`src/tmrctr_params.svh`:
```
`ifndef TMRCTR_PARAMS_SVH
`define TMRCTR_PARAMS_SVH

// register indices; byte address is four times the index
`define TMRCTR_IDX_CTRL 10'h088
`define TMRCTR_IDX_MODE 10'h089
`define TMRCTR_IDX_LO0 10'h08A
`define TMRCTR_IDX_HI0 10'h08B
`define TMRCTR_IDX_LO1 10'h08C
`define TMRCTR_IDX_HI1 10'h08D
`define TMRCTR_IDX_CLK 10'h08E

// timer_control_flags bit positions
`define TMRCTR_OVF1 7
`define TMRCTR_RUN1 6
`define TMRCTR_OVF0 5
`define TMRCTR_RUN0 4
`define TMRCTR_EXF1 3
`define TMRCTR_EXT1 2
`define TMRCTR_EXF0 1
`define TMRCTR_EXT0 0

// timer_mode_select field offsets inside one timer's nibble
`define TMRCTR_MODE_W 4
`define TMRCTR_GATE 3
`define TMRCTR_SRC 2
`define TMRCTR_MH 1
`define TMRCTR_ML 0

// reset values
`define TMRCTR_RST_BYTE 8'h00
`define TMRCTR_RST_SEL 2'h0

// oscillator cycles per time-base tick
`define TMRCTR_DIV_SLOW 12
`define TMRCTR_DIV_FAST 4

`endif

```
`src/tmrctr_pkg.sv`:
```
package tmrctr_pkg;

  typedef struct packed {
    logic [11:0] paddr;
    logic psel;
    logic penable;
    logic pwrite;
    logic [31:0] pwdata;
  } tmrctr_apb_req_t;

  typedef struct packed {
    logic [31:0] prdata;
    logic pready;
    logic pslverr;
  } tmrctr_apb_rsp_t;

  typedef struct packed {
    logic count_pin_one;
    logic count_pin_zero;
    logic ext_irq_pin_one;
    logic ext_irq_pin_zero;
  } tmrctr_pins_t;

  typedef struct packed {
    logic overflow_flag_one;
    logic overflow_flag_zero;
    logic ext_irq_flag_one;
    logic ext_irq_flag_zero;
  } tmrctr_flags_t;

  typedef enum logic [1:0] {
    TMRCTR_M13,
    TMRCTR_M16,
    TMRCTR_M8_RELOAD,
    TMRCTR_M_SPLIT
  } tmrctr_mode_t;

  typedef struct packed {
    logic [7:0] ctrl;
    logic [7:0] mode;
    logic [1:0][7:0] lo;
    logic [1:0][7:0] hi;
    logic [1:0] divsel;
    logic [3:0] pre;
    logic [3:0] pin_s1;
    logic [3:0] pin_s2;
    logic [1:0] irq_prev;
    logic [1:0] cnt_samp;
    tmrctr_apb_rsp_t rsp;
    tmrctr_flags_t flags;
  } tmrctr_state_t;

endpackage

```
`src/tmrctr_top.sv`:
```
// Decided for this implementation: register access over APB.
`include "tmrctr_params.svh"

// Notes on behaviour
// - timer ticks every 4 or 12 oscillator cycles per timer select bit
// - count pin needs one machine cycle high then one low to count
// - each timer picks its divisor alone, changeable while running
// - each count is low and high byte, readable and writable anytime
// - mode byte: timer 1 nibble on top, gate, source, mode high, mode low
// - gate set: count needs run bit and interrupt pin high; else run bit
// - source 0 counts internal ticks, source 1 counts falling count-pin edges
// - mode 0 13-bit, 1 16-bit, 2 8-bit reload, 3 stop or split
// - split mode exists for timer 0 only
// - control byte: ovf1 run1 ovf0 run0 extflag1 exttype1 extflag0 exttype0
// - overflow sets flag; vectoring to its handler clears it
// - type 1 falling edge, type 0 low level, either sets interrupt flag
// - 13-bit mode: low bits 0-4 carry straight into high bit 0
// - 13-bit wrap from 1FFF to 0 sets overflow flag
// - 16-bit: low byte least significant, FFFF wraps to 0, sets flag
// - timer 1 13-bit mode mirrors timer 0 with its own controls
// - reload mode: low counts, at FF reloads from unchanged high byte
// - split: timer 0 high byte ticks internally, uses run1 and ovf1
// - timer 1 in mode 3 stops and holds its count
module tmrctr_top
  import tmrctr_pkg::*;
(
  input wire logic sys_clk,
  input wire logic resetn,
  input wire tmrctr_pkg::tmrctr_apb_req_t apb_req,
  output tmrctr_pkg::tmrctr_apb_rsp_t apb_rsp,
  input wire tmrctr_pkg::tmrctr_pins_t pins,
  input wire tmrctr_pkg::tmrctr_flags_t vector_ack,
  output tmrctr_pkg::tmrctr_flags_t flags
);
  import tmrctr_pkg::*;

  localparam logic [3:0] PRE_LAST = 4'(`TMRCTR_DIV_SLOW - 1);
  localparam logic [1:0] MC_LAST = 2'(`TMRCTR_DIV_FAST - 1);

  logic [1:0] rst_sync_q;
  logic rst_n_sync;
  tmrctr_state_t s_q;
  tmrctr_state_t s_d;

  // 13/16/reload step of one timer; returns {overflow, high, low}
  function automatic logic [16:0] step_count(
    input tmrctr_mode_t m,
    input logic [7:0] lo,
    input logic [7:0] hi
  );
    logic [13:0] s13;
    logic [16:0] s16;
    s13 = 14'h0000;
    s16 = 17'h00000;
    case (m)
      TMRCTR_M13:
      begin
        // upper three low bits are left untouched and carry no meaning
        s13 = {1'b0, hi, lo[4:0]} + 14'h0001;
        step_count = {s13[13], s13[12:5], lo[7:5], s13[4:0]};
      end
      TMRCTR_M16:
      begin
        s16 = {1'b0, hi, lo} + 17'h00001;
        step_count = s16;
      end
      TMRCTR_M8_RELOAD:
      begin
        if (lo == 8'hFF)
        begin
          step_count = {1'b1, hi, hi};
        end
        else
        begin
          step_count = {1'b0, hi, lo + 8'h01};
        end
      end
      default:
      begin
        step_count = {1'b0, hi, lo};
      end
    endcase
  endfunction

  always_ff @(posedge sys_clk or negedge resetn)
  begin
    if (!resetn)
    begin
      rst_sync_q <= 2'h0;
    end
    else
    begin
      rst_sync_q <= {rst_sync_q[0], 1'b1};
    end
  end

  assign rst_n_sync = rst_sync_q[1];

  always_comb
  begin
    logic mc;
    logic [1:0] tb;
    logic [1:0] fall;
    logic [1:0] ev;
    logic [1:0] run;
    logic [1:0] ext_set;
    logic [3:0] md;
    logic [16:0] r;
    logic [8:0] r8;
    logic ov0;
    logic ov1;
    logic split;
    logic acc;
    logic done;
    logic hit;
    logic [9:0] idx;
    logic [7:0] rbyte;
    mc = 1'b0;
    tb = 2'h0;
    fall = 2'h0;
    ev = 2'h0;
    run = 2'h0;
    ext_set = 2'h0;
    md = 4'h0;
    r = 17'h00000;
    r8 = 9'h000;
    ov0 = 1'b0;
    ov1 = 1'b0;
    split = 1'b0;
    acc = 1'b0;
    done = 1'b0;
    hit = 1'b0;
    idx = 10'h000;
    rbyte = 8'h00;
    s_d = s_q;

    // one machine cycle is the fast divisor; slow divisor is a multiple of it
    mc = (s_q.pre[1:0] == MC_LAST);
    s_d.pre = (s_q.pre == PRE_LAST) ? 4'h0 : s_q.pre + 4'h1;

    s_d.pin_s1 = pins;
    s_d.pin_s2 = s_q.pin_s1;
    s_d.irq_prev = s_q.pin_s2[1:0];

    split = (tmrctr_mode_t'(s_q.mode[1:0]) == TMRCTR_M_SPLIT);
    run[0] = s_q.ctrl[`TMRCTR_RUN0];
    // run1 belongs to the split high byte, so timer 1 free-runs then
    run[1] = split | s_q.ctrl[`TMRCTR_RUN1];

    for (int t = 0; t < 2; t++)
    begin
      md = s_q.mode[t * `TMRCTR_MODE_W +: `TMRCTR_MODE_W];
      tb[t] = s_q.divsel[t] ? mc : (s_q.pre == PRE_LAST);
      if (mc)
      begin
        // sampled once per machine cycle: high sample then low sample
        s_d.cnt_samp[t] = s_q.pin_s2[2 + t];
        fall[t] = s_q.cnt_samp[t] & ~s_q.pin_s2[2 + t];
      end
      ev[t] = run[t]
        & (~md[`TMRCTR_GATE] | s_q.pin_s2[t])
        & (md[`TMRCTR_SRC] ? fall[t] : tb[t]);
      if (s_q.ctrl[2 * t])
      begin
        ext_set[t] = s_q.irq_prev[t] & ~s_q.pin_s2[t];
      end
      else
      begin
        ext_set[t] = ~s_q.pin_s2[t];
      end
    end

    if (ev[0])
    begin
      if (split)
      begin
        r8 = {1'b0, s_q.lo[0]} + 9'h001;
        s_d.lo[0] = r8[7:0];
        ov0 = r8[8];
      end
      else
      begin
        r = step_count(tmrctr_mode_t'(s_q.mode[1:0]), s_q.lo[0], s_q.hi[0]);
        {ov0, s_d.hi[0], s_d.lo[0]} = r;
      end
    end

    // split high byte: internal ticks only, no gate, no count pin
    if (split && s_q.ctrl[`TMRCTR_RUN1] && tb[0])
    begin
      r8 = {1'b0, s_q.hi[0]} + 9'h001;
      s_d.hi[0] = r8[7:0];
      ov1 = r8[8];
    end

    if (ev[1] && tmrctr_mode_t'(s_q.mode[5:4]) != TMRCTR_M_SPLIT)
    begin
      r = step_count(tmrctr_mode_t'(s_q.mode[5:4]), s_q.lo[1], s_q.hi[1]);
      s_d.hi[1] = r[15:8];
      s_d.lo[1] = r[7:0];
      // timer 1 loses its flag while timer 0 is split
      ov1 = ov1 | (r[16] & ~split);
    end

    acc = apb_req.psel & apb_req.penable;
    done = acc & s_q.rsp.pready;
    idx = apb_req.paddr[11:2];
    hit = (apb_req.paddr[1:0] == 2'h0)
      & (idx >= `TMRCTR_IDX_CTRL) & (idx <= `TMRCTR_IDX_CLK);

    case (idx)
      `TMRCTR_IDX_CTRL: rbyte = s_q.ctrl;
      `TMRCTR_IDX_MODE: rbyte = s_q.mode;
      `TMRCTR_IDX_LO0: rbyte = s_q.lo[0];
      `TMRCTR_IDX_HI0: rbyte = s_q.hi[0];
      `TMRCTR_IDX_LO1: rbyte = s_q.lo[1];
      `TMRCTR_IDX_HI1: rbyte = s_q.hi[1];
      `TMRCTR_IDX_CLK: rbyte = {6'h00, s_q.divsel};
      default: rbyte = 8'h00;
    endcase

    // answer one cycle into the access phase
    s_d.rsp.pready = acc & ~s_q.rsp.pready;
    if (acc && !s_q.rsp.pready)
    begin
      s_d.rsp.prdata = (hit && !apb_req.pwrite) ? {24'h000000, rbyte} : 32'h00000000;
      s_d.rsp.pslverr = ~hit;
    end
    else
    begin
      s_d.rsp.prdata = 32'h00000000;
      s_d.rsp.pslverr = 1'b0;
    end

    // software write wins over a count in the same cycle
    if (done && apb_req.pwrite && hit)
    begin
      case (idx)
        `TMRCTR_IDX_CTRL: s_d.ctrl = apb_req.pwdata[7:0];
        `TMRCTR_IDX_MODE: s_d.mode = apb_req.pwdata[7:0];
        `TMRCTR_IDX_LO0: s_d.lo[0] = apb_req.pwdata[7:0];
        `TMRCTR_IDX_HI0: s_d.hi[0] = apb_req.pwdata[7:0];
        `TMRCTR_IDX_LO1: s_d.lo[1] = apb_req.pwdata[7:0];
        `TMRCTR_IDX_HI1: s_d.hi[1] = apb_req.pwdata[7:0];
        `TMRCTR_IDX_CLK: s_d.divsel = apb_req.pwdata[1:0];
        default: s_d.ctrl = s_d.ctrl;
      endcase
    end

    // vector acknowledge clears, a hardware set in the same cycle wins
    if (vector_ack.overflow_flag_one)
    begin
      s_d.ctrl[`TMRCTR_OVF1] = 1'b0;
    end
    if (vector_ack.overflow_flag_zero)
    begin
      s_d.ctrl[`TMRCTR_OVF0] = 1'b0;
    end
    if (vector_ack.ext_irq_flag_one)
    begin
      s_d.ctrl[`TMRCTR_EXF1] = 1'b0;
    end
    if (vector_ack.ext_irq_flag_zero)
    begin
      s_d.ctrl[`TMRCTR_EXF0] = 1'b0;
    end
    s_d.ctrl[`TMRCTR_OVF0] = s_d.ctrl[`TMRCTR_OVF0] | ov0;
    s_d.ctrl[`TMRCTR_OVF1] = s_d.ctrl[`TMRCTR_OVF1] | ov1;
    s_d.ctrl[`TMRCTR_EXF0] = s_d.ctrl[`TMRCTR_EXF0] | ext_set[0];
    s_d.ctrl[`TMRCTR_EXF1] = s_d.ctrl[`TMRCTR_EXF1] | ext_set[1];

    s_d.flags = {s_d.ctrl[`TMRCTR_OVF1], s_d.ctrl[`TMRCTR_OVF0],
                 s_d.ctrl[`TMRCTR_EXF1], s_d.ctrl[`TMRCTR_EXF0]};
  end

  always_ff @(posedge sys_clk or negedge rst_n_sync)
  begin
    if (!rst_n_sync)
    begin
      s_q.ctrl <= `TMRCTR_RST_BYTE;
      s_q.mode <= `TMRCTR_RST_BYTE;
      s_q.lo <= {2{`TMRCTR_RST_BYTE}};
      s_q.hi <= {2{`TMRCTR_RST_BYTE}};
      s_q.divsel <= `TMRCTR_RST_SEL;
      s_q.pre <= 4'h0;
      // pins idle high, so no false edge right after reset
      s_q.pin_s1 <= 4'hF;
      s_q.pin_s2 <= 4'hF;
      s_q.irq_prev <= 2'h3;
      s_q.cnt_samp <= 2'h3;
      s_q.rsp <= '0;
      s_q.flags <= '0;
    end
    else
    begin
      s_q <= s_d;
    end
  end

  assign apb_rsp = s_q.rsp;
  assign flags = s_q.flags;

endmodule

```
`config.mk`:
```
export PLATFORM = sky130hd
export DESIGN_NAME = tmrctr_top
export DESIGN_NICKNAME = d
export VERILOG_FILES = /design/src/tmrctr_pkg.sv /design/src/tmrctr_top.sv
export VERILOG_INCLUDE_DIRS = /design/src
export SDC_FILE = /design/constraint.sdc
export NUM_CORES = 1
export LEC_CHECK = 0
export ABC_AREA = 0
export BUFFER_PORTS_ARGS = -buffer_cell sky130_fd_sc_hd__buf_4
export CAP_MARGIN = 10
export CORE_UTILIZATION = 45
export CTS_CLUSTER_SIZE = 12
export DETAILED_ROUTE_END_ITERATION = 8
export MAX_ROUTING_LAYER = met4
export PLACE_DENSITY = 0.8
export SLEW_MARGIN = 20
export SYNTH_ARGS = -nofsm -noshare
export SYNTH_HDL_FRONTEND = slang
export SYNTH_SLANG_ARGS = --single-unit
```
`constraint.sdc`:
```
create_clock -name sys_clk -period 2.6 [get_ports sys_clk]
set_clock_uncertainty 0.15 [all_clocks]
set_input_delay 0.26 -clock sys_clk [delete_from_list [all_inputs] [get_ports sys_clk]]
set_output_delay 0.26 -clock sys_clk [all_outputs]
set_load 0.01 [all_outputs]
```
Word level (Yosys, flattened, before mapping)
Cells that the tools add are included.

storage, ports and cells
  register bits = 106
  output and inout port bits = 38

cells by class
  bitwise operators = 31
  muxes and demuxes = 41
  $add $sub $neg = 9
  $lt $le $gt $ge = 2
  reduce and logical (&&, ||, !) cells = 15
  eq/ne operators = 17

operators by type and width
  cell                                                                                  number
  8-bit 2-to-1 mux                                                                      15
  17-bit case mux with 3 select lines                                                   2
  10-bit by 8-bit equality test with 1-bit output, second input constant                7
  8-bit case mux with 7 select lines                                                    1
  17-bit 2-to-1 mux                                                                     3
  50-bit 2-to-1 mux                                                                     1
  16-bit by 1-bit adder with 17-bit output, second input constant                       2
  13-bit by 1-bit adder with 14-bit output, second input constant                       2
  8-bit by 1-bit adder with 9-bit output, second input constant                         2
  1-bit 2-to-1 mux                                                                      17
  8-bit by 1-bit adder with 8-bit output, second input constant                         2
  8-bit equality test, second input constant                                            2
  1-bit AND                                                                             14
  10-bit by 8-bit greater-or-equal comparator with 1-bit output, second input constant  1
  10-bit by 8-bit less-or-equal comparator with 1-bit output, second input constant     1
  1-bit NOT                                                                             9
  2-bit equality test, second input constant                                            4
  1-bit OR                                                                              8
  1-bit logical AND                                                                     7
  2-bit zero test                                                                       3
  2-bit AND reduction                                                                   3
  4-bit by 1-bit adder with 4-bit output, second input constant                         1
  2-bit by 1-bit equality test with 1-bit output, second input constant                 2
  4-bit equality test, second input constant                                            1
  other kinds (4)                                                                       5

Longest topological paths before layout
  depth after elaboration = 12
  gate-level depth with buffers = 9

Worst setup path before layout
OpenSTA, ideal clock, no wires.

  path type = register -> register
  start point = register s_q[72] (netlist name)
  end point = register s_q[74] (netlist name)
  setup slack = 0.370 ns
  data required time = 2.325 ns
  data arrival time = 1.955 ns
  period minus slack after synthesis = 2.230 ns
  buffers on the path = 2
  setup time = 0.125 ns
  stages on the path, launching flop included = 9
  cells stage by stage = dfrtp_1 > ha_1 > and4_1 > clkbuf_1 > and4_1 > clkbuf_1 > mux2i_1 > a21oi_1 > mux2_2

RTL lines
  what             line              text
  start, declared  tmrctr_top.sv:42  tmrctr_state_t s_q;

==> flow_metrics.env <==
export IMPL_cts_max_path_buffers=2
export IMPL_grt_max_degree=43
export IMPL_fp_dieW_um=109
export IMPL_final_cell_mix="buf_4, dfrtp_1, nand2_1"
export IMPL_areaGrowthSynthToFinish_pct=14.7
export IMPL_antenna_left=0
export IMPL_numCtsBuffers=9
export IMPL_start_kind="register"
export IMPL_fmax_mhz=414
export IMPL_cts_tree="built"
export IMPL_post_cts_buffers=0
export IMPL_detail_route_first_pass_iterations=5
export IMPL_critPathRequiredTime_ps=2680
export IMPL_finalCriticalPeriod_ps=2420
export IMPL_p_leak_uw=0.00241
export IMPL_layout_drive_gt1_share_pct=19.8
export IMPL_maxCapViolations=0
export IMPL_die_h_um=109
export IMPL_finalSetupViolations=0
export IMPL_grt_overflow=0
export IMPL_synth_enable_flop_cells=0
export IMPL_cts_resized=0
export IMPL_place_inst=761
export IMPL_avgRoutedWirePerCell_um=20.1
export IMPL_gp_congestion=1.03
export IMPL_yosysTopAreaCellShare_pct=31.8
export IMPL_core_um2=11000
export IMPL_ys_types=70
export IMPL_powerDensity_nw_per_um2=446
export IMPL_grt_usage_pct=29.0
export IMPL_timing_critical_path_to_type="register"
export IMPL_pin_count=95
export IMPL_synth_flop_cell="dfrtp_1"
export IMPL_ys_warn_count=0
export IMPL_ys_seq_area_share_pct=37.9
export IMPL_ctsHoldBuffers=9
export IMPL_drtIter0Drc=584
export IMPL_synth_area_leader_cell="dfrtp_1"
export IMPL_num_antenna_cells=0
export IMPL_avgSynthCellArea_um2=8.67
export IMPL_cts_sinks=78
export IMPL_final_cells=786
export IMPL_grt_pass1_vias=4705
export IMPL_wl_um=15800
export IMPL_grt_first_pass_wirelength_um=25300
export IMPL_dieArea_um2=12000
export IMPL_status="finished clean"
export IMPL_placementRows=38
export IMPL_tightest_slew_ps=535
export IMPL_root_buffer="clkbuf_16"
export IMPL_min_path_type="in -> reg"
export IMPL_antenna_found_initial=0
export IMPL_critPathArrivalTime_ps=2490
export IMPL_netlist_area_um2=5190
export IMPL_io_buffers=46
export IMPL_clk_latency_ps=340
export IMPL_startpoint="apb_rsp[1]"
export IMPL_rsz0062_at_grt="no"
export IMPL_relSlewSlack_pct=64.2
export IMPL_vias=5067
export IMPL_final_common_cell="buf_4"
export IMPL_critical_path_class="reg -> reg"
export IMPL_dp_hpwl_um=11500
export IMPL_ir_drop_mv=0.322
export IMPL_fin_setup_tns_ps=0
export IMPL_clkTransAtPathRegs_ps=70
export IMPL_route_detailed_drc=0
export IMPL_slew_violations=0
export IMPL_worstReg2RegStart="apb_rsp[1]"
export IMPL_synth_cells=599
export IMPL_hold_violations=0
export IMPL_fin_nets=702
export IMPL_htree_levels=3
export IMPL_ys_top_cells_by_area="dfrtp_1, dfstp_2, buf_4"
export IMPL_cp_max_fo=11
export IMPL_finalCritPeriodShare_pct=93.0
export IMPL_synth_ff_latch_count=78
export IMPL_start_util_pct=47.1
export IMPL_async_flop_share_pct=100
export IMPL_min_from="apb_req[33]"
export IMPL_vias_per_cell=6.45
## cell families (layout without fill, tap and decap cells)
kind of cell             Yosys count  count (layout)  synth area share [%]
AND/OR/NAND/NOR                  236             236                  23.9
AO/OA/AOI/OAI                    166             166                  21.5
buffers and inverters             80             104                  8.79
flip-flops                        78              78                  37.9
multiplexers                      28              28                  5.90
XOR/XNOR                           5               5                 0.843
adder cells (fa/ha/maj)            4               4                 0.964
other                              2              25                 0.145
## sequential cells by signal (all words and copies together) (netlist names)
| register | count |
|---|---|
| s_d | 6 |
| rst_sync_q | 2 |
| s_q | 60 |
| apb_rsp | 10 |
## per-layer routing
layer / global-route usage, % / up-vias / routed length [um]
met4: 13.5 / 0 / 720
li1: - / 2273 / -
met2: 43.7 / 342 / 6940
met3: 5.45 / 63 / 1510
met1: 37.7 / 2389 / 6600
met5: - / - / 0
## synth_stat cells (all sizes together) (7+ instances only)
library cell   n
nand2         62
inv            8
nand4         12
o21ai         32
nand2b        13
and2           7
a31oi         14
mux2i         10
mux2          18
dfstp         12
a22oi         10
dfrtp         66
nor3          20
a21oi         38
and3          10
clkbuf        29
buf           43
nor4          11
nor2          39
nand3         26
## final cells by class
class / instances / area [um^2]
Clock buffer: 9 / 225
Sequential cell: 78 / 1970
Clock inverter: 7 / 63.8
Inverter: 8 / 30.0
Timing Repair Buffer: 80 / 636
Fill cell: 1027 / 5070
Multi-Input combinational cell: 464 / 2860
Tap cell: 140 / 175
## where the power goes
group | internal, uW | total [uW] | leakage (uW) | switching [uW]
clock | 669 | 1240 | 0.000136 | 575
sequential | 1240 | 1260 | 0.000942 | 19.7
combinational | 64.1 | 158 | 0.00134 | 93.8
total | 1970 | 2660 | 0.00241 | 688
## worst max-delay path, cell delays in order (launching register included)
cell     delay, ps
dfrtp_1        390
nand4_1        230
or3_4          430
or2_4          260
or4_4          520
mux2_4         330
## final timing paths
kind                            endpoint  slack, ps  depth (start not counted)
max in group asynchronous     apb_rsp[2]       1560                          1
min in group asynchronous  rst_sync_q[1]         80                          2
setup reg to reg                 s_q[75]        180                          5
hold reg to reg                  s_q[52]        140                          0
hold / removal                apb_rsp[1]         30                          3
setup / recovery                 s_q[75]        180                          5
## stage by stage
step                      area, um^2  total power (uW)  util, %  hold WS, ps  setup slack (ps)
after CTS                       5960              2670     54.0         21.5               219
after floorplan                 5280              1360        -         -186               138
after global placement          5580              1420     50.6         -107               251
after global routing            5960              2730     54.0         37.9              10.6
final                           5960              2660     54.0         29.2               182
after detailed placement        5580              1420     50.6         -104               218
(Power assumes the default switching activity.)
